[src/pkg/stop_ctl_pkg.sv]
// Purpose: constants and types shared by the stop-recovery and coprocessor control block
// Assumes: 100 MHz system clock, 8-bit expanded register file access
// Notes: timing figures are kept in their own units and converted to counts here
package stop_ctl_pkg;
    // register offsets in the expanded register file
    localparam logic [7:0] OFS_STOP_RECOVERY = 8'h0b;
    localparam logic [7:0] OFS_COPROC_CTRL = 8'h0c;
    localparam logic [7:0] OFS_HALF_SECOND = 8'h0d;
    localparam logic [7:0] OFS_WATCHDOG_MODE = 8'h0f;
    // stop_recovery_control fields
    localparam int SR_WARM = 7;
    localparam int SR_POL = 6;
    localparam int SR_DELAY = 5;
    localparam int SR_SRC_HI = 4;
    localparam int SR_SRC_LO = 2;
    localparam int SR_DIV16 = 0;
    localparam logic [6:0] SR_RESET = 7'h20;
    // coprocessor_control fields
    localparam int CC_DIV_HI = 7;
    localparam int CC_DIV_LO = 6;
    localparam int CC_RESET = 5;
    localparam int CC_RUN = 4;
    localparam int CC_INT2 = 1;
    localparam int CC_IRQ3 = 0;
    localparam logic [1:0] CC_DIV_RESET = 2'h0;
    // watchdog_mode fields, then the half-second flag
    localparam int WM_CLKSEL = 4;
    localparam int WM_STOP = 3;
    localparam int WM_PER_HI = 1;
    localparam int WM_PER_LO = 0;
    localparam logic [7:0] WM_RESET = 8'h0c;
    localparam int HS_FLAG = 0;
    // wake source selections
    typedef enum logic [2:0] {
        WS_RESET_ONLY = 3'b000, WS_NONE = 3'b001, WS_PORT3_1 = 3'b010, WS_PORT3_2 = 3'b011,
        WS_PORT3_3 = 3'b100, WS_HALF_SEC = 3'b101, WS_NOR4 = 3'b110, WS_NOR8 = 3'b111
    } wake_src_t;
    typedef enum logic [1:0] {PS_POR = 2'b00, PS_RUN = 2'b01, PS_STOP = 2'b10} pwr_state_t;
    // timing
    localparam int CLK_MHZ = 100;
    localparam int POR_TIME_US = 5000;
    localparam int POR_W = 20;
    localparam int POR_CYCLES = POR_TIME_US * CLK_MHZ;
    localparam logic [6:0] ACCESS_WINDOW = 7'h40;
    localparam int PRESCALE_W = 4;
    localparam logic [PRESCALE_W-1:0] PRESCALE_LAST = 4'hf;
    localparam int RTC_HZ = 32768;
    localparam int HS_W = 14;
    localparam logic [HS_W-1:0] HS_LAST = HS_W'(RTC_HZ / 2 - 1);
    // watchdog periods: crystal periods, or rc milliseconds times an assumed rc rate
    localparam int WDT_W = 16;
    localparam int RC_TICKS_PER_MS = 32;
    localparam logic [WDT_W-1:0] WDT_XTAL_0 = 16'h0100;
    localparam logic [WDT_W-1:0] WDT_XTAL_1 = 16'h0200;
    localparam logic [WDT_W-1:0] WDT_XTAL_2 = 16'h0400;
    localparam logic [WDT_W-1:0] WDT_XTAL_3 = 16'h1000;
    localparam logic [WDT_W-1:0] WDT_RC_0 = WDT_W'(5 * RC_TICKS_PER_MS);
    localparam logic [WDT_W-1:0] WDT_RC_1 = WDT_W'(15 * RC_TICKS_PER_MS);
    localparam logic [WDT_W-1:0] WDT_RC_2 = WDT_W'(25 * RC_TICKS_PER_MS);
    localparam logic [WDT_W-1:0] WDT_RC_3 = WDT_W'(100 * RC_TICKS_PER_MS);

    function automatic logic [WDT_W-1:0] wdt_limit(input logic [1:0] sel, input logic rc);
        logic [WDT_W-1:0] x;
        logic [WDT_W-1:0] r;
        unique case (sel)
            2'b00: begin x = WDT_XTAL_0; r = WDT_RC_0; end
            2'b01: begin x = WDT_XTAL_1; r = WDT_RC_1; end
            2'b10: begin x = WDT_XTAL_2; r = WDT_RC_2; end
            2'b11: begin x = WDT_XTAL_3; r = WDT_RC_3; end
        endcase
        return rc ? r : x;
    endfunction
endpackage

[src/oneshot_counter.sv]
// Purpose: retriggerable one-shot counting enabled ticks up to a limit
// Assumes: start and tick are synchronous single-cycle qualifiers
// Notes: start restarts the count from zero even while busy
`timescale 1ns/1ps
module oneshot_counter #(
    parameter int W = 16
) (
    input wire logic clk_in,
    input wire logic resetn_in,
    input wire logic start_in,
    input wire logic tick_in,
    input wire logic [W-1:0] limit_in,
    output logic busy_out,
    output logic done_out
);
    logic [W-1:0] cnt_ff, nxt_cnt;
    logic busy_ff, nxt_busy;
    logic done_ff, nxt_done;

    // terminal count gives a one-cycle done pulse
    always_comb begin
        nxt_cnt = cnt_ff;
        nxt_busy = busy_ff;
        nxt_done = 1'b0;
        if (start_in) begin
            nxt_cnt = '0;
            nxt_busy = 1'b1;
        end else if (busy_ff && tick_in) begin
            if (cnt_ff == limit_in - W'(1)) begin
                nxt_busy = 1'b0;
                nxt_done = 1'b1;
            end else begin
                nxt_cnt = cnt_ff + W'(1);
            end
        end
    end

    always_ff @(posedge clk_in) begin
        if (!resetn_in) begin
            cnt_ff <= '0;
            busy_ff <= 1'b0;
            done_ff <= 1'b0;
        end else begin
            cnt_ff <= nxt_cnt;
            busy_ff <= nxt_busy;
            done_ff <= nxt_done;
        end
    end

    assign busy_out = busy_ff;
    assign done_out = done_ff;
endmodule // oneshot_counter

[src/prescale_tick.sv]
// Purpose: clock-enable tick, every cycle or every sixteenth cycle
// Assumes: one system clock, synchronous active-low reset
// Notes: tick is registered so callers see a clean enable
`timescale 1ns/1ps
module prescale_tick (
    input wire logic clk_in,
    input wire logic resetn_in,
    input wire logic div16_in,
    output logic tick_out
);
    import stop_ctl_pkg::*;
    logic [PRESCALE_W-1:0] cnt_ff, nxt_cnt;
    logic tick_ff, nxt_tick;

    // free-running count keeps the divided phase stable across mode changes
    always_comb begin
        nxt_cnt = cnt_ff + PRESCALE_W'(1);
        nxt_tick = !div16_in || (cnt_ff == PRESCALE_LAST);
    end

    always_ff @(posedge clk_in) begin
        if (!resetn_in) begin
            cnt_ff <= '0;
            tick_ff <= 1'b0;
        end else begin
            cnt_ff <= nxt_cnt;
            tick_ff <= nxt_tick;
        end
    end

    assign tick_out = tick_ff;
endmodule // prescale_tick

[src/stop_recovery_ctrl.sv]
// Purpose: stop-mode recovery, prescaler, coprocessor control, watchdog and half-second timer
// Assumes: all inputs synchronous to CLK_SYS_IN; ticks are one-cycle enables
// Notes: register reads answer one cycle after the read strobe
// Function
// - recovery register write-only, bit 7 read-only
// - warm flag set on stop, cleared on reset
// - bit 6 picks wake level polarity
// - bit 5 low skips wake reset delay
// - bits 4-2 select the wake source
// - bit 0 divides system/timer clock by 16
// - control bits 7-6 set host clock divide
// - write 1 resets coprocessor, reads zero
// - halted coprocessor presets reset control
// - bit 4 gates coprocessor clock, resets to 1
// - write 1 raises coprocessor interrupt two
// - bit 0 shows/clears host interrupt three
// - watchdog terminal count resets host
// - first kick enables, later kicks restart
// - watchdog mode bit 4 selects clock source
// - watchdog mode reachable first 64 cycles only
// - half-second timeout sets status bit 0
// - half-second timeout ends stop when selected
// - period bits pick watchdog timeout length
// - power-on one-shot from power, watchdog, delayed wake
`timescale 1ns/1ps
module stop_recovery_ctrl #(
    parameter logic [stop_ctl_pkg::POR_W-1:0] POR_CYCLES_P = stop_ctl_pkg::POR_W'(stop_ctl_pkg::POR_CYCLES)
) (
    input wire logic CLK_SYS_IN,
    input wire logic RESETN_IN,
    input wire logic [7:0] REG_ADDR_IN,
    input wire logic [7:0] REG_WDATA_IN,
    input wire logic REG_WR_IN,
    input wire logic REG_RD_IN,
    input wire logic STOP_ENTER_IN,
    input wire logic WATCHDOG_KICK_IN,
    input wire logic [3:0] PORT3_IN,
    input wire logic [7:0] PORT2_IN,
    input wire logic RTC_TICK_IN,
    input wire logic CRYSTAL_TICK_IN,
    input wire logic RC_TICK_IN,
    input wire logic COPROC_HALTED_IN,
    input wire logic COPROC_IRQ3_SET_IN,
    input wire logic COPROC_INT2_ACK_IN,
    output logic [7:0] REG_RDATA_OUT,
    output logic HOST_RESET_OUT,
    output logic STOP_MODE_OUT,
    output logic SYS_CLK_EN_OUT,
    output logic TIMER_CLK_EN_OUT,
    output logic [1:0] HOST_CLOCK_DIVIDE_OUT,
    output logic COPROC_RESET_OUT,
    output logic COPROC_RUN_OUT,
    output logic COPROC_INT2_OUT,
    output logic HOST_IRQ3_OUT
);
    import stop_ctl_pkg::*;

    pwr_state_t state_ff, nxt_state;
    logic [6:0] sr_ff, nxt_sr;
    logic warm_ff, nxt_warm;
    logic kick_ff, nxt_kick;
    logic host_rst_ff, nxt_host_rst;
    logic stop_ff, nxt_stop;
    logic [1:0] div_ff, nxt_div;
    logic run_ff, nxt_run;
    logic int2_ff, nxt_int2;
    logic irq3_ff, nxt_irq3;
    logic creset_ff, nxt_creset;
    logic halted_q_ff;
    logic [7:0] wm_ff, nxt_wm;
    logic [6:0] acc_cnt_ff, nxt_acc_cnt;
    logic wdt_en_ff, nxt_wdt_en;
    logic hs_ff, nxt_hs;
    logic [HS_W-1:0] hs_cnt_ff, nxt_hs_cnt;
    logic [7:0] rdata_ff, nxt_rdata;
    logic wr_sr, wr_cc, wr_hs, wr_wm, wm_open;
    logic half_done, wake, src_level;
    logic por_done, wdt_done, wdt_tick, src_tick;
    logic presc_tick;

    // register write decode
    assign wr_sr = REG_WR_IN && (REG_ADDR_IN == OFS_STOP_RECOVERY);
    assign wr_cc = REG_WR_IN && (REG_ADDR_IN == OFS_COPROC_CTRL);
    assign wr_hs = REG_WR_IN && (REG_ADDR_IN == OFS_HALF_SECOND);
    assign wr_wm = REG_WR_IN && (REG_ADDR_IN == OFS_WATCHDOG_MODE);
    assign wm_open = acc_cnt_ff < ACCESS_WINDOW;

    // wake source and level check; fast wake trusts the source to be held long enough
    always_comb begin
        src_level = 1'b0;
        wake = 1'b0;
        unique case (wake_src_t'(sr_ff[SR_SRC_HI:SR_SRC_LO]))
            WS_PORT3_1: src_level = PORT3_IN[1];
            WS_PORT3_2: src_level = PORT3_IN[2];
            WS_PORT3_3: src_level = PORT3_IN[3];
            WS_NOR4: src_level = ~|PORT2_IN[3:0];
            WS_NOR8: src_level = ~|PORT2_IN;
            WS_HALF_SEC: wake = half_done;
            WS_RESET_ONLY, WS_NONE: src_level = 1'b0;
        endcase
        if (sr_ff[SR_SRC_HI:SR_SRC_LO] inside {WS_PORT3_1, WS_PORT3_2, WS_PORT3_3, WS_NOR4, WS_NOR8}) begin
            wake = (src_level == sr_ff[SR_POL]);
        end
    end

    // power state: power-on delay, running, stopped
    always_comb begin
        nxt_state = state_ff;
        nxt_warm = warm_ff;
        nxt_kick = 1'b0;
        unique case (state_ff)
            PS_POR: if (por_done) nxt_state = PS_RUN;
            PS_RUN: begin
                if (STOP_ENTER_IN) begin
                    nxt_state = PS_STOP;
                    nxt_warm = 1'b1;
                end
            end
            PS_STOP: begin
                if (wake && sr_ff[SR_DELAY]) begin
                    nxt_state = PS_POR;
                    nxt_kick = 1'b1;
                end else if (wake) begin
                    nxt_state = PS_RUN;
                end
            end
            default: begin
                nxt_state = PS_POR;
                nxt_kick = 1'b1;
            end
        endcase
        // watchdog timeout overrides everything and counts as a cold start
        if (wdt_done) begin
            nxt_state = PS_POR;
            nxt_kick = 1'b1;
            nxt_warm = 1'b0;
        end
        nxt_host_rst = (nxt_state == PS_POR);
        nxt_stop = (nxt_state == PS_STOP);
    end

    // recovery, coprocessor and half-second registers; hardware set beats software clear
    always_comb begin
        nxt_sr = wr_sr ? REG_WDATA_IN[6:0] : sr_ff;
        nxt_div = wr_cc ? REG_WDATA_IN[CC_DIV_HI:CC_DIV_LO] : div_ff;
        nxt_run = wr_cc ? REG_WDATA_IN[CC_RUN] : run_ff;
        nxt_creset = (wr_cc && REG_WDATA_IN[CC_RESET]) || (COPROC_HALTED_IN && !halted_q_ff);
        nxt_int2 = (wr_cc && REG_WDATA_IN[CC_INT2]) || (int2_ff && !COPROC_INT2_ACK_IN);
        nxt_irq3 = COPROC_IRQ3_SET_IN || (irq3_ff && !(wr_cc && REG_WDATA_IN[CC_IRQ3]));
        nxt_hs = half_done || (hs_ff && !(wr_hs && !REG_WDATA_IN[HS_FLAG]));
        nxt_hs_cnt = hs_cnt_ff;
        if (RTC_TICK_IN) begin
            nxt_hs_cnt = (hs_cnt_ff == HS_LAST) ? '0 : hs_cnt_ff + HS_W'(1);
        end
    end
    assign half_done = RTC_TICK_IN && (hs_cnt_ff == HS_LAST);

    // watchdog: mode register only inside the post-reset window
    always_comb begin
        nxt_wm = (wr_wm && wm_open) ? REG_WDATA_IN : wm_ff;
        nxt_acc_cnt = wm_open ? acc_cnt_ff + 7'h01 : acc_cnt_ff;
        nxt_wdt_en = WATCHDOG_KICK_IN || (wdt_en_ff && !wdt_done);
    end
    assign src_tick = wm_ff[WM_CLKSEL] ? CRYSTAL_TICK_IN : RC_TICK_IN;
    // the crystal stops in stop mode, so counting there needs the stop-enable bit
    assign wdt_tick = wdt_en_ff && src_tick && (!stop_ff || wm_ff[WM_STOP]);

    // registered read answer; unmapped and closed addresses read zero
    always_comb begin
        nxt_rdata = 8'h00;
        if (REG_RD_IN) begin
            unique case (REG_ADDR_IN)
                OFS_STOP_RECOVERY: nxt_rdata = {warm_ff, 7'h00};
                OFS_COPROC_CTRL: nxt_rdata = {div_ff, 1'b0, run_ff, 2'b00, int2_ff, irq3_ff};
                OFS_HALF_SECOND: nxt_rdata = {7'h00, hs_ff};
                OFS_WATCHDOG_MODE: nxt_rdata = wm_open ? wm_ff : 8'h00;
                default: nxt_rdata = 8'h00;
            endcase
        end
    end

    always_ff @(posedge CLK_SYS_IN) begin
        if (!RESETN_IN) begin
            state_ff <= PS_POR;
            warm_ff <= 1'b0;
            kick_ff <= 1'b1;
            host_rst_ff <= 1'b1;
            stop_ff <= 1'b0;
            sr_ff <= SR_RESET;
            div_ff <= CC_DIV_RESET;
            run_ff <= 1'b1;
            int2_ff <= 1'b0;
            irq3_ff <= 1'b0;
            creset_ff <= 1'b0;
            halted_q_ff <= 1'b0;
            wm_ff <= WM_RESET;
            acc_cnt_ff <= 7'h00;
            wdt_en_ff <= 1'b0;
            hs_ff <= 1'b0;
            hs_cnt_ff <= '0;
            rdata_ff <= 8'h00;
        end else begin
            state_ff <= nxt_state;
            warm_ff <= nxt_warm;
            kick_ff <= nxt_kick;
            host_rst_ff <= nxt_host_rst;
            stop_ff <= nxt_stop;
            sr_ff <= nxt_sr;
            div_ff <= nxt_div;
            run_ff <= nxt_run;
            int2_ff <= nxt_int2;
            irq3_ff <= nxt_irq3;
            creset_ff <= nxt_creset;
            halted_q_ff <= COPROC_HALTED_IN;
            wm_ff <= nxt_wm;
            acc_cnt_ff <= nxt_acc_cnt;
            wdt_en_ff <= nxt_wdt_en;
            hs_ff <= nxt_hs;
            hs_cnt_ff <= nxt_hs_cnt;
            rdata_ff <= nxt_rdata;
        end
    end

    // power-on one-shot counts system cycles
    oneshot_counter #(.W(POR_W)) u_por (
        .clk_in(CLK_SYS_IN),
        .resetn_in(RESETN_IN),
        .start_in(kick_ff),
        .tick_in(1'b1),
        .limit_in(POR_CYCLES_P),
        .busy_out(),
        .done_out(por_done)
    );

    // watchdog one-shot, restarted by every kick
    oneshot_counter #(.W(WDT_W)) u_wdt (
        .clk_in(CLK_SYS_IN),
        .resetn_in(RESETN_IN),
        .start_in(WATCHDOG_KICK_IN),
        .tick_in(wdt_tick),
        .limit_in(wdt_limit(wm_ff[WM_PER_HI:WM_PER_LO], !wm_ff[WM_CLKSEL])),
        .busy_out(),
        .done_out(wdt_done)
    );

    prescale_tick u_presc (
        .clk_in(CLK_SYS_IN),
        .resetn_in(RESETN_IN),
        .div16_in(sr_ff[SR_DIV16]),
        .tick_out(presc_tick)
    );

    assign REG_RDATA_OUT = rdata_ff;
    assign HOST_RESET_OUT = host_rst_ff;
    assign STOP_MODE_OUT = stop_ff;
    assign SYS_CLK_EN_OUT = presc_tick;
    assign TIMER_CLK_EN_OUT = presc_tick;
    assign HOST_CLOCK_DIVIDE_OUT = div_ff;
    assign COPROC_RESET_OUT = creset_ff;
    assign COPROC_RUN_OUT = run_ff;
    assign COPROC_INT2_OUT = int2_ff;
    assign HOST_IRQ3_OUT = irq3_ff;
endmodule // stop_recovery_ctrl
[config.mk]
export PLATFORM = sky130hd
export DESIGN_NAME = stop_recovery_ctrl
export DESIGN_NICKNAME = d
export VERILOG_FILES = /design/src/pkg/stop_ctl_pkg.sv /design/src/oneshot_counter.sv /design/src/prescale_tick.sv /design/src/stop_recovery_ctrl.sv
export SDC_FILE = /design/constraint.sdc
export NUM_CORES = 1
export LEC_CHECK = 0
export ABC_CLOCK_PERIOD_IN_PS = 3000
export BUFFER_PORTS_ARGS = -buffer_cell sky130_fd_sc_hd__buf_2
export CORE_ASPECT_RATIO = 0.75
export CORE_MARGIN = 8
export CORE_UTILIZATION = 40
export DETAILED_ROUTE_END_ITERATION = 10
export PLACE_DENSITY = 0.63
export SYNTH_ARGS = -nofsm -noshare
export SYNTH_HDL_FRONTEND = slang
export SYNTH_SLANG_ARGS = --single-unit
[constraint.sdc]
create_clock -name CLK_SYS_IN -period 3 [get_ports CLK_SYS_IN]
set_clock_uncertainty 0.15 [all_clocks]
set_input_delay 0.45 -clock CLK_SYS_IN [delete_from_list [all_inputs] [get_ports CLK_SYS_IN]]
set_output_delay 0.45 -clock CLK_SYS_IN [all_outputs]
set_load 0.05 [all_outputs]
Word-level counts from Yosys, hierarchy flattened
Index checks and enable logic that the tools add are counted.

operators by class
  $add $sub $neg = 6
  order comparisons = 1
  equality and inequality tests = 21
  multiplexer cells = 26
  bitwise operators = 5
  reduce and logical (&&, ||, !) cells = 55

operator list
  cell                                                   count
  case mux 16 bit (4 select lines)                       2
  equality test 8 x 4 -> 1 bit, second input constant    4
  case mux 8 bit (4 select lines)                        1
  adder 20 x 1 -> 20 bit, second input constant          1
  equality test 20 x 19 -> 1 bit, second input constant  1
  logical AND 1 bit                                      19
  adder 16 x 1 -> 16 bit, second input constant          1
  equality test 16 bit                                   1
  2-to-1 mux 16 bit                                      1
  subtractor 16 x 1 -> 16 bit, second input constant     1
  adder 14 x 1 -> 14 bit, second input constant          1
  equality test 14 bit, second input constant            1
  2-to-1 mux 14 bit                                      1
  equality test 3 bit, second input constant             4
  2-to-1 mux 1 bit                                       12
  logical NOT 1 bit                                      10
  2-to-1 mux 2 bit                                       5
  AND reduction 2 bit                                    5
  equality test 2 bit, second input constant             4
  2-to-1 mux 8 bit                                       1
  OR reduction 2 bit                                     4
  OR reduction 8 bit                                     1
  adder 7 x 1 -> 7 bit, second input constant            1
  logical OR 1 bit                                       7
  15 further kinds                                       25

word-level totals
  bits in registers = 104
  bits of input ports = 40
  output and inout port bits = 18
  word-level logic and storage cells = 140

Longest topological paths before layout
Gate-level depths: netlist of run 1.

  depth after elaboration = 10
  mapped depth = 12
  gate-level depth less buffers = 11

Cells and area by module
A second synthesis of run 1 with hierarchy kept.

unflattened totals
  cell total of the unflattened synthesis = 732
  area total of the unflattened synthesis = 6286.0 um^2

by module, submodules not included
  module                    times used  cells an instance  area an instance (um^2)  sequential area each (um^2)
  stop_recovery_ctrl        1           286                2698.8                   1161.1
  oneshot_counter at u_por  1           228                1800.5                   440.4
  oneshot_counter at u_wdt  1           202                1609.0                   360.3
  prescale_tick             1           16                 177.7                    100.1

Least setup slack after synthesis of run 1
Ideal clock, no wire load.

  path kind = register -> register
  start = reg wm_ff[0]
  end = reg u_wdt.busy_ff, in the netlist u_wdt.busy_out
  library setup time = 0.116 ns
  data arrival time = 2.278 ns
  required time = 2.734 ns
  setup slack = 0.456 ns
  cell stages (with the launch flop) = 11
  path buffers = 0
  clock period less this slack = 2.544 ns
  path through = dfxtp_1 ha_1 or2_2 ha_1 xor2_1 nand2_1 or4b_1 nor2_1 nand4_1 a21oi_1 nor2b_1

on the way
  word-level cells in the longest chain between the ends = 7
  elaborated cells on any way between the ends = 11
  those cells by class = add/sub: 1; eq/ne: 4; mux: 3; reduce/logical: 3

ends and longest elaborated chain
  element                                            line                       source
  start: declaration                                 stop_recovery_ctrl.sv:70   logic [7:0] wm_ff, nxt_wm;
  start signal: assignment                           stop_recovery_ctrl.sv:215  wm_ff <= nxt_wm;
  equality test 2 bit, or another cell as far along  stop_ctl_pkg.sv:65         unique case (sel)
  case mux 16 bit (4 select lines)                   stop_ctl_pkg.sv:65
  2-to-1 mux 16 bit *                                stop_ctl_pkg.sv:71         return rc ? r : x;
  subtractor 16 x 1 -> 16 bit *                      oneshot_counter.sv:29      if (cnt_ff == limit_in - W'(1)) begin
  equality test 16 bit *                             oneshot_counter.sv:29
  nonzero test 2 bit (no source line) *              -
  AND reduction 2 bit (no source line) *             -
  end signal: assignment                             oneshot_counter.sv:45      busy_ff <= nxt_busy;
  end: declaration                                   oneshot_counter.sv:17      logic busy_ff, nxt_busy;

Every way passes the cells marked *; elsewhere a longest branch is shown, timed or not. The select of a mux whose other input is x is not followed.
A chain may end at the register's enable or synchronous reset.

Worst setup path after layout of run 1
  start = reg wm_ff[0]
  end = reg u_wdt.cnt_ff[15]

on the way
  word-level cells in the longest chain between the ends = 7
  elaborated cells on any way between the ends = 11
  those cells by class = add/sub: 1; eq/ne: 4; mux: 3; bitwise: 1; reduce/logical: 2

ends and longest elaborated chain
  element                                            line                   source
  equality test 2 bit, or another cell as far along  stop_ctl_pkg.sv:65
  case mux 16 bit (4 select lines)                   stop_ctl_pkg.sv:65
  2-to-1 mux 16 bit *                                stop_ctl_pkg.sv:71
  subtractor 16 x 1 -> 16 bit *                      oneshot_counter.sv:29
  equality test 16 bit *                             oneshot_counter.sv:29
  inverter 1 bit (no source line) *                  -
  AND reduction 2 bit (no source line) *             -
  end signal: assignment                             oneshot_counter.sv:44  cnt_ff <= nxt_cnt;
  end: declaration                                   oneshot_counter.sv:16  logic [W-1:0] cnt_ff, nxt_cnt;

Marked as above.

==> impl_results.md, run 1 <==
- Status: finished clean
- Sw Share: 23.2%
- Peak supply drop: 0.260 mV
- Sw power: 606 uW
- Cell with the most instances after synthesis: dfxtp_1
- Final-report max-slew violation count: 0
- Postcts setup bufs: 0
- Root Driver: clkbuf_16
- Port Buf Inserts: 56
- Adder-cell area share of the yosys netlist: 2.93%
- Synth area leaders: dfxtp_1 (44%), xor2_1 (6.2%), nor2_1 (4.6%)
- Worst-margin pin slew: 784 ps
- First-pass GRT wire length: 17.1 mm
- CP dominant cell by count: ha_1
- Simple-gate share of the synthesized area: 28.9%
- Worst EP arrival: 2900 ps
- CP endpoint kind: register
- DRC: 0
- Synth top cells by count: dfxtp_1 (103), nor2_1 (57), nand2_1 (48)
- IO Count: 58
- Fin util: 46.9%
- Initial Util: 40.7%
- Maximum clock path buffer count: 2
- Compound-cell area share of the yosys netlist: 9.89%
- Via Count: 3799
- Die footprint: 15500 um2
- Static Leak: 0.00203 uW
- XOR/XNOR share of the synthesized area: 8.96%
- CP Depth: 10
- Largest delay contributor family on the critical path: simple AND/OR/NAND/NOR gates
- Seq/Total Area, Yosys: 43.9%
- Post-synth EDFFs: 0
- Final period util: 93.0%
- Hold Path Depth: 2
- Final Hold Fails: 0
- Total track usage: 13.5%
- Vias in the first global route: 3650
- Clock Latency Late Sink: 350 ps
- Cells after Synth: 525
- RSZ-0062 raised after global routing: no
- Setup TNS: 0 ps
- Die X: 141 um
- Largest net degree at the start of global routing: 48
- Wire length per cell: 13.8 um
- Routed Antenna Nets: 0
- Clk pin slew, worst setup/hold paths: 80 ps
- CTS sink count: 103
- Post-Syn Area per Cell: 8.94 um2
- Final wirelength: 10.2 mm
- Die H: 110 um
- DP Wirelength: 7.62 mm
- Gr ovfl total: 0
- WS Path Type: reg -> reg
- CP Launch Type: register
- H-tree depth: 3
- Synth area leader: dfxtp_1
- Setup violators final: 0
- Pwr dens: 483 nW/um2
- Layout cell share with drive strength beyond 1: 15.6%
- CP max stage cell: or3_1
- Buf+Inv Stages, Crit Path: 0
- Area growth syn-to-layout: 15.1%
- Mapped Area: 4690 um2
- Drt first pass iters: 5
- Yosys top cell area share: 43.9%
- Area of the core: 11500 um2
- Yosys warnings: 0
- Hold Path Class: in -> reg
- # rows: 34
- Fmax: 358 MHz
- Synth cell types: 60
- Combinational Power Share: 4.6%
- CTS tree: done
- Hold-fix buffers, CTS: 0
- P_int: 2000 uW
- Mapped Nets: 576
- Seq cells post-synth: 103
- Post-synth ARST share: 0%
- Most used DFF post-synth: dfxtp_1
- Final GP Congestion: 0.823
- Max-Cap Viols: 0
- Peak fanout along the critical path: 11
- Via-per-instance ratio: 5.11
- Antenna violations before repair: 0
- Largest family of logic cells by synthesized area: simple AND/OR/NAND/NOR gates
- Antenna cells: 0
- 1st-iter DRT viols: 224
- WP data required: 3110 ps
- CTS Buf Count: 9
- Flop pwr share: 53.5%
- Mux cell area share after synthesis: 2.59%
- Resized cells post-CTS: 0
- Tmin final: 2790 ps
- Crit-path max cell delay: 390 ps
- CP cell instances: ha_1, or2_2, ha_1, xnor2_1, xnor2_2, nor4_4, nand4_4, nand3_4, or3_1, a21oi_1
- Clock Power Share: 41.8%
- Final #Nets: 628
- Max_slew headroom: 47.8%
- Reg2Reg Depth: 10
path summary, 6_finish.rpt:
path              slack (ps)           endpoint               from
setup / recovery         210   u_wdt.cnt_ff[15]           wm_ff[0]
hold / removal           160        halted_q_ff   COPROC_HALTED_IN
setup reg to reg         210   u_wdt.cnt_ff[15]           wm_ff[0]
hold reg to reg          300  u_presc.cnt_ff[0]  u_presc.cnt_ff[0]
power groups by stage:
stage	combinational, uW	sequential, uW	clock (uW)
final	121	1400	1090
after global routing	134	1400	1180
after CTS	121	1400	1130
after detailed placement	121	1430	0
after global placement	118	1430	0
after floorplan	65.7	1430	0
stage by stage:
| stage | hold WS, ps | total power (uW) | cells | cell area (um2) | setup slack [ps] |
|---|---|---|---|---|---|
| 2_1_floorplan | 266 | 1500 | 525 | 4690 | 456 |
| 3_3_place_gp | 286 | 1550 | 728 | 5110 | 282 |
| 3_5_place_dp | 289 | 1550 | 728 | 5110 | 216 |
| 4_1_cts | 148 | 2640 | 744 | 5390 | 203 |
| 5_1_grt | 169 | 2710 | 744 | 5400 | 5.25 |
| 6_report | 158 | 2610 | 744 | 5400 | 209 |
area by class of cell:
cell class	count	area, um2
timing repair buffer	59	303
fill	1107	6130
tap	162	203
clock buffer	10	229
inverter	11	41.3
multi-input combinational	393	2520
clock inverter	6	46.3
sequential	103	2060
state kept, by name, indices dropped and copies added (netlist names), 2 cells and up:
name and flops:
u_por.cnt_ff 20, u_wdt.cnt_ff 16, hs_cnt_ff 14, REG_RDATA_OUT 8, wm_ff 8, acc_cnt_ff 7, sr_ff 6, u_presc.cnt_ff 4
HOST_CLOCK_DIVIDE_OUT 2, state_ff 2
worst reg2reg max path: cells and delay by family, from the launching register on:
| family | cells | cell delay (ps) |
|---|---|---|
| XOR/XNOR | 2 | 430 |
| AND/OR/NAND/NOR | 5 | 1120 |
| adder cells (fa/ha/maj) | 2 | 500 |
| flip-flops | 1 | 360 |
| AO/OA/AOI/OAI | 1 | 150 |
logic make-up after synthesis:
kind of cell	after synthesis
adder cells (fa/ha/maj)	11
AO/OA/AOI/OAI	72
flip-flops	103
XOR/XNOR	48
multiplexers	12
AND/OR/NAND/NOR	250
buffers and inverters	29
per-layer routing:
metal | global-route usage (%) | up-vias | part of all wire [%]
met5 | 0 | - | 0
met4 | 4.51 | 0 | 1.3
met3 | 3.64 | 12 | 4.3
met2 | 20.8 | 85 | 43
met1 | 18.1 | 1782 | 52
li1 | - | 1920 | -
placed cells by master (no fill, tap or decap), types with 3 or more instances in the layout:
| cell type | n |
|---|---|
| a21boi_0 | 12 |
| a21oi_1 | 18 |
| a22oi_1 | 5 |
| and2_1 | 17 |
| and3_1 | 10 |
| and4_1 | 3 |
| buf_2 | 56 |
| buf_4 | 3 |
| clkbuf_16 | 9 |
| dfxtp_1 | 103 |
| ha_1 | 11 |
| inv_1 | 11 |
| mux2i_1 | 11 |
| nand2_1 | 48 |
| nand2b_1 | 6 |
| nand3_1 | 27 |
| nand4_1 | 24 |
| nor2_1 | 57 |
| nor2b_1 | 18 |
| nor3_1 | 4 |
| nor4_1 | 4 |
| nor4b_1 | 3 |
| o21a_1 | 3 |
| o21ai_0 | 16 |
| or3_1 | 11 |
| xnor2_1 | 14 |
| xor2_1 | 33 |
No activity file was read; power rests on OpenSTA's default activity.
==> inputs of run 2 (changes only) <==
--- a/config.mk
+++ b/config.mk
@@ -5,7 +5,7 @@
 export SDC_FILE = /design/constraint.sdc
 export NUM_CORES = 1
 export LEC_CHECK = 0
-export ABC_CLOCK_PERIOD_IN_PS = 3000
+export ABC_CLOCK_PERIOD_IN_PS = 2800
 export BUFFER_PORTS_ARGS = -buffer_cell sky130_fd_sc_hd__buf_2
 export CORE_ASPECT_RATIO = 0.75
 export CORE_MARGIN = 8
==> constraint.sdc (replaced) <==
create_clock -name CLK_SYS_IN -period 2.8 [get_ports CLK_SYS_IN]
set_clock_uncertainty 0.15 [all_clocks]
set_input_delay 0.42 -clock CLK_SYS_IN [delete_from_list [all_inputs] [get_ports CLK_SYS_IN]]
set_output_delay 0.42 -clock CLK_SYS_IN [all_outputs]
set_load 0.05 [all_outputs]
==> run 2 against run 1 <==
Largest power group unchanged. Fmax up 1.4%. Non-clock buffer count rose by 8. Clock power up 14%. Combinational power rose by 8%. Via count rose by 1.3%. Cell area increased by 2.8%.
==> impl_results.md, run 2 (synthesized netlist as in run 1, its figures left out) <==
- Die H: 110 um (unchanged)
- Static Leak: 0.00209 uW (+2.8%)
- Final wirelength: 10.4 mm (+1.6%)
- Peak supply drop: 0.282 mV (+8.4%)
- DP Wirelength: 7.47 mm (-1.8%)
- Via-per-instance ratio: 5.11 (+0.13%)
- CTS Buf Count: 9 (unchanged)
- Fmax: 363 MHz (+1.4%)
- CTS tree: done
- Tot Pwr: 2860 uW (+9.8%)
- Antenna cells: 0 (unchanged)
- Most flops, register: u_por.cnt_ff
- H-tree depth: 3 (unchanged)
- Peak fanout along the critical path: 4 (-7)
- Root Driver: clkbuf_16
- Initial Util: 40.7% (unchanged)
- Die footprint: 15500 um2 (unchanged)
- Largest net degree at the start of global routing: 48 (unchanged)
- Met1 GRT Util: 18.0% (-0.085 points)
- Hold-fix buffers, CTS: 0 (unchanged)
- Setup violators final: 0 (unchanged)
- Routed Antenna Nets: 0 (unchanged)
- Final period util: 98.3% (+5.3 points)
- M3 GR Usage: 4.60% (+0.95 points)
- Final #Nets: 638 (+1.6%)
- 1st-iter DRT viols: 202 (-9.8%)
- Total track usage: 13.5% (+0.029 points)
- Final GP Congestion: 0.829 (+0.66%)
- GRT met2 Usage: 20.4% (-0.45 points)
- Gr ovfl total: 0 (unchanged)
- Leading cell type in the layout, fill and taps excluded: dfxtp_1
- Tmin final: 2750 ps (-38.7 ps)
- Layout cell share with drive strength beyond 1: 18.1% (+2.5 points)
- DRC: 0 (unchanged)
- WS Path Type: reg -> reg
- Clock Latency Late Sink: 340 ps (about the same)
- RSZ-0062 raised after global routing: yes
- Via Count: 3850 (+1.3%)
- Worst-margin pin slew: 662 ps (-121 ps)
- Commonest non-fill, non-tap cells in the layout: dfxtp_1 (103), nor2_1 (57), buf_2 (56), nand2_1 (47), xor2_1 (32)
- Status: finished clean
- Area growth syn-to-layout: 18.3%
- Maximum clock path buffer count: 2 (unchanged)
- Antenna violations before repair: 0 (unchanged)
- Area of the core: 11500 um2 (unchanged)
- IO Count: 58 (unchanged)
- # placed instances: 734 (+0.82%)
- Vias in the first global route: 3684 (+0.93%)
- CP endpoint kind: register
- Wire length per cell: 13.8 um (+0.37%)
- Max reg flops: 20 (unchanged)
- Die X: 141 um (unchanged)
- Hold Path Class: in -> reg
- Final Non-Filler Cells: 753 (+1.2%)
- Drt first pass iters: 5 (unchanged)
- Worst EP arrival: 2810 ps (-90 ps)
- CTS sink count: 103 (unchanged)
- WP data required: 2850 ps (-260 ps)
- First-pass GRT wire length: 17.2 mm (+0.40%)
- Busiest grt layer: met2
- Max-Cap Viols: 0 (unchanged)
- Final Hold Fails: 0 (unchanged)
- Biggest regs: u_por.cnt_ff: 20 flops, u_wdt.cnt_ff: 16 flops, hs_cnt_ff: 14 flops
- Clk pin slew, worst setup/hold paths: 70 ps (about the same)
- # rows: 34 (unchanged)
- Max_slew headroom: 55.6% (+7.8 points)
- Final-report max-slew violation count: 0 (unchanged)
- Port Buf Inserts: 56 (unchanged)
- Pwr dens: 516 nW/um2 (+6.8%)
- CP Launch Type: register
## run 2: worst paths after layout
path / cells after the start / to / from / slack [ps]
worst max-delay path: 11 / u_wdt.cnt_ff[12] / wm_ff[0] / 50
worst min register to register: 1 / u_presc.cnt_ff[0] / u_presc.cnt_ff[0] / 300
worst max register to register: 11 / u_wdt.cnt_ff[12] / wm_ff[0] / 50
worst min-delay path: 2 / halted_q_ff / COPROC_HALTED_IN / 140
## run 2: what timing repair did
action	in CTS	in global routing
hold endpoints to repair	0	0
setup buffers	0	2
endpoints found under the setup margin	0	5
resized for setup	0	9
## run 2: power by group
part	internal (uW)	switching [uW]
clock	712	523
sequential	1480	13.4
combinational	54.7	76.3
total	2250	613
## run 2: metrics by stage
| step | cell area, um2 | util (%) | hold WS (ps) | setup TNS (ps) | setup WS [ps] |
|---|---|---|---|---|---|
| 3_3_place_gp | 5150 | 44.7 | 288 | 0 | 205 |
| 4_1_cts | 5450 | 47.3 | 137 | 0 | 152 |
| 2_1_floorplan | 4690 | - | 266 | 0 | 256 |
| 5_1_grt | 5550 | 48.2 | 163 | -286 | -71.3 |
| 6_report | 5550 | 48.2 | 143 | 0 | 47.4 |
| 3_5_place_dp | 5150 | 44.7 | 290 | 0 | 175 |
## run 2: layout make-up
cell class,count,area [um2]
clock buffer,10,239
clock inverter,5,56.3
fill,1104,5980
inverter,11,41.3
multi-input combinational,395,2590
sequential,103,2060
tap,162,203
timing repair buffer,67,363
## run 2: critical path: stages, from the launching register on
cell	delay, ps
dfxtp_1	320
ha_1	210
or2_2	320
ha_4	280
xor2_2	160
nand3_2	110
nor4_4	330
buf_4	180
nand4_2	170
nand4_1	170
xor2_1	160
nor2_1	60
## run 2: routing by layer
metal | share of wire, % | wire length, um
met1 | 50 | 5180
met2 | 44 | 4540
met3 | 5.3 | 549
met4 | 1.2 | 127
met5 | 0 | 0
==> inputs of run 3 (changes only) <==
--- a/config.mk
+++ b/config.mk
@@ -7,7 +7,7 @@
 export LEC_CHECK = 0
 export ABC_CLOCK_PERIOD_IN_PS = 2800
 export BUFFER_PORTS_ARGS = -buffer_cell sky130_fd_sc_hd__buf_2
-export CORE_ASPECT_RATIO = 0.75
+export CORE_ASPECT_RATIO = 1.25
 export CORE_MARGIN = 8
 export CORE_UTILIZATION = 40
 export DETAILED_ROUTE_END_ITERATION = 10
==> run 3 against run 2 <==
Register-to-register slack improved by 170 ps. Sequential power barely moved. Die area about the same. Fmax up 6.6%. Cell area is 1.5% lower. Via count decreased by 2.2%. Cell count fell by 4.0%. Critical path type unchanged.
==> impl_results.md, run 3 (synthesized netlist as in run 1, its figures left out) <==
- DP Wirelength: 7.51 mm (+0.51%)
- Die H: 137 um (+25%)
- Initial Util: 40.6% (-0.11 points)
- Maximum clock path buffer count: 2 (unchanged)
- Largest delay contributor family on the critical path: simple AND/OR/NAND/NOR gates
- # placed instances: 707 (-3.7%)
- 1st-iter DRT viols: 94 (-53%)
- Antenna cells: 0 (unchanged)
- RR Startpoint: wm_ff[0]
- Final-report max-slew violation count: 0 (unchanged)
- Worst hold margin: 149 ps (+5.42 ps)
- Hold endpoint: halted_q_ff
- Port Buf Inserts: 56 (unchanged)
- Root Driver: clkbuf_16
- Final Hold Fails: 0 (unchanged)
- Resized cells post-CTS: 0 (unchanged)
- Static Leak: 0.00206 uW (-1.3%)
- H-tree depth: 3 (unchanged)
- Final Non-Filler Cells: 723 (-4.0%)
- Leading cell type in the layout, fill and taps excluded: dfxtp_1
- CP cell instances: ha_1, or2_4, ha_4, xnor2_2, xnor2_2, nor4_4, nand4_4, nand3_4, or3_1, a21oi_1
- Postcts setup bufs: 0 (unchanged)
- Peak fanout along the critical path: 11 (+7)
- Pwr dens: 529 nW/um2 (+2.6%)
- WP data required: 2910 ps (+60 ps)
- CP dominant cell by count: xnor2_2
- Buf+Inv Stages, Crit Path: 0 (-1)
- Most flops, register: u_por.cnt_ff
- CTS Buf Count: 9 (unchanged)
- # rows: 44 (+29%)
- Area growth syn-to-layout: 16.4%
- Layout cell share with drive strength beyond 1: 17.3% (-0.84 points)
- CTS tree: done
- Crit-path max cell delay: 370 ps (+40 ps)
- Final period util: 92.2% (-6.1 points)
- Tmin final: 2580 ps (-171 ps)
- Area of the core: 11600 um2 (+0.28%)
- DRC: 0 (unchanged)
- Total track usage: 13.3% (-0.22 points)
- CP Launch Type: register
- IO Count: 58 (unchanged)
- Reg2Reg Depth: 10 (-1)
- First-pass GRT wire length: 16.8 mm (-2.3%)
- Hold Path Origin: COPROC_HALTED_IN
- CP max stage cell: dfxtp_4
- Antenna violations before repair: 0 (unchanged)
- Hold-fix buffers, CTS: 0 (unchanged)
- Max-Cap Viols: 0 (unchanged)
- Final #Nets: 631 (-1.1%)
- Via-per-instance ratio: 5.21 (+1.9%)
- Setup TNS: 0 ps (unchanged)
- Max_slew headroom: 58.2% (+2.6 points)
- Die X: 113 um (-20%)
- Worst-margin pin slew: 627 ps (-34.9 ps)
- CTS sink count: 103 (unchanged)
- Largest net degree at the start of global routing: 41 (-15%)
- Worst EP arrival: 2690 ps (-120 ps)
- Hold Path Depth: 2 (unchanged)
- Setup violators final: 0 (unchanged)
- Fmax: 387 MHz (+6.6%)
- Clk pin slew, worst setup/hold paths: 70 ps (about the same)
- Final GP Congestion: 0.805 (-2.9%)
- Hold Path Class: in -> reg
- Max reg flops: 20 (unchanged)
- Commonest non-fill, non-tap cells in the layout: dfxtp_1 (102), nor2_1 (56), buf_2 (56), nand2_1 (47), xor2_1 (32)
- Vias in the first global route: 3651 (-0.90%)
- Status: finished clean
- Die footprint: 15500 um2 (about the same)
- Clock Latency Late Sink: 340 ps (about the same)
- Wire length per cell: 14.0 um (+1.1%)
- Reg2Reg Setup Slack: 220 ps (+170 ps)
- Peak supply drop: 0.285 mV (+1.3%)
- Final wirelength: 10.1 mm (-3.0%)
- CP endpoint kind: register
- Gr ovfl total: 0 (unchanged)
- FF-to-FF End: u_wdt.cnt_ff[15]
- Drt first pass iters: 7 (+2)
- RSZ-0062 raised after global routing: no
- WS Path Type: reg -> reg
- Routed Antenna Nets: 0 (unchanged)
- Biggest regs: u_por.cnt_ff: 20 flops, u_wdt.cnt_ff: 16 flops, hs_cnt_ff: 14 flops
- Via Count: 3766 (-2.2%)
-- run 3: final cells by class --
type                            count  area [um2]
Multi-Input combinational cell    393        2560
Tap cell                          138         173
Timing Repair Buffer               62         325
Inverter                           11        41.3
Clock buffer                       12         246
Sequential cell                   103        2070
Fill cell                        1164        6090
Clock inverter                      4        55.1
-- run 3: through the flow --
step | utilization (%) | cell area (um2) | power [uW] | worst slack, ps
global route | 47.3 | 5470 | 3000 | 18.6
finish | 47.3 | 5470 | 2890 | 218
floorplan | - | 4690 | 1610 | 256
detailed placement | 44.1 | 5100 | 1660 | 75.2
global placement | 44.1 | 5100 | 1660 | 138
CTS | 46.7 | 5400 | 2920 | 59.2
-- run 3: routing by layer --
metal | wire length, um | vias to the layer above | GRT usage (%) | share of wire [%]
li1 | - | 1933 | - | -
met2 | 4920 | 54 | 22.3 | 49
met4 | 182 | 0 | 6.31 | 1.8
met5 | 0 | - | 0 | 0
met3 | 355 | 15 | 3.40 | 3.5
met1 | 4630 | 1764 | 15.7 | 46
-- run 3: how the worst max path moves through the flow --
stage                       endpoint  cells past startpoint  slack, ps     start
floorplan             u_wdt.busy_out                     10        260  wm_ff[0]
finish              u_wdt.cnt_ff[15]                     10        220  wm_ff[0]
global route          u_wdt.busy_out                     12         20  wm_ff[1]
global placement      u_wdt.busy_out                     10        140  wm_ff[0]
CTS                  u_wdt.cnt_ff[3]                     10         60  wm_ff[0]
detailed placement   u_wdt.cnt_ff[0]                     10         80  wm_ff[0]
-- run 3: power breakdown --
| part | internal (uW) | total [uW] | switching (uW) |
|---|---|---|---|
| Sequential | 1480 | 1490 | 13.1 |
| Combinational | 54.9 | 131 | 76.0 |
| Clock | 722 | 1270 | 544 |
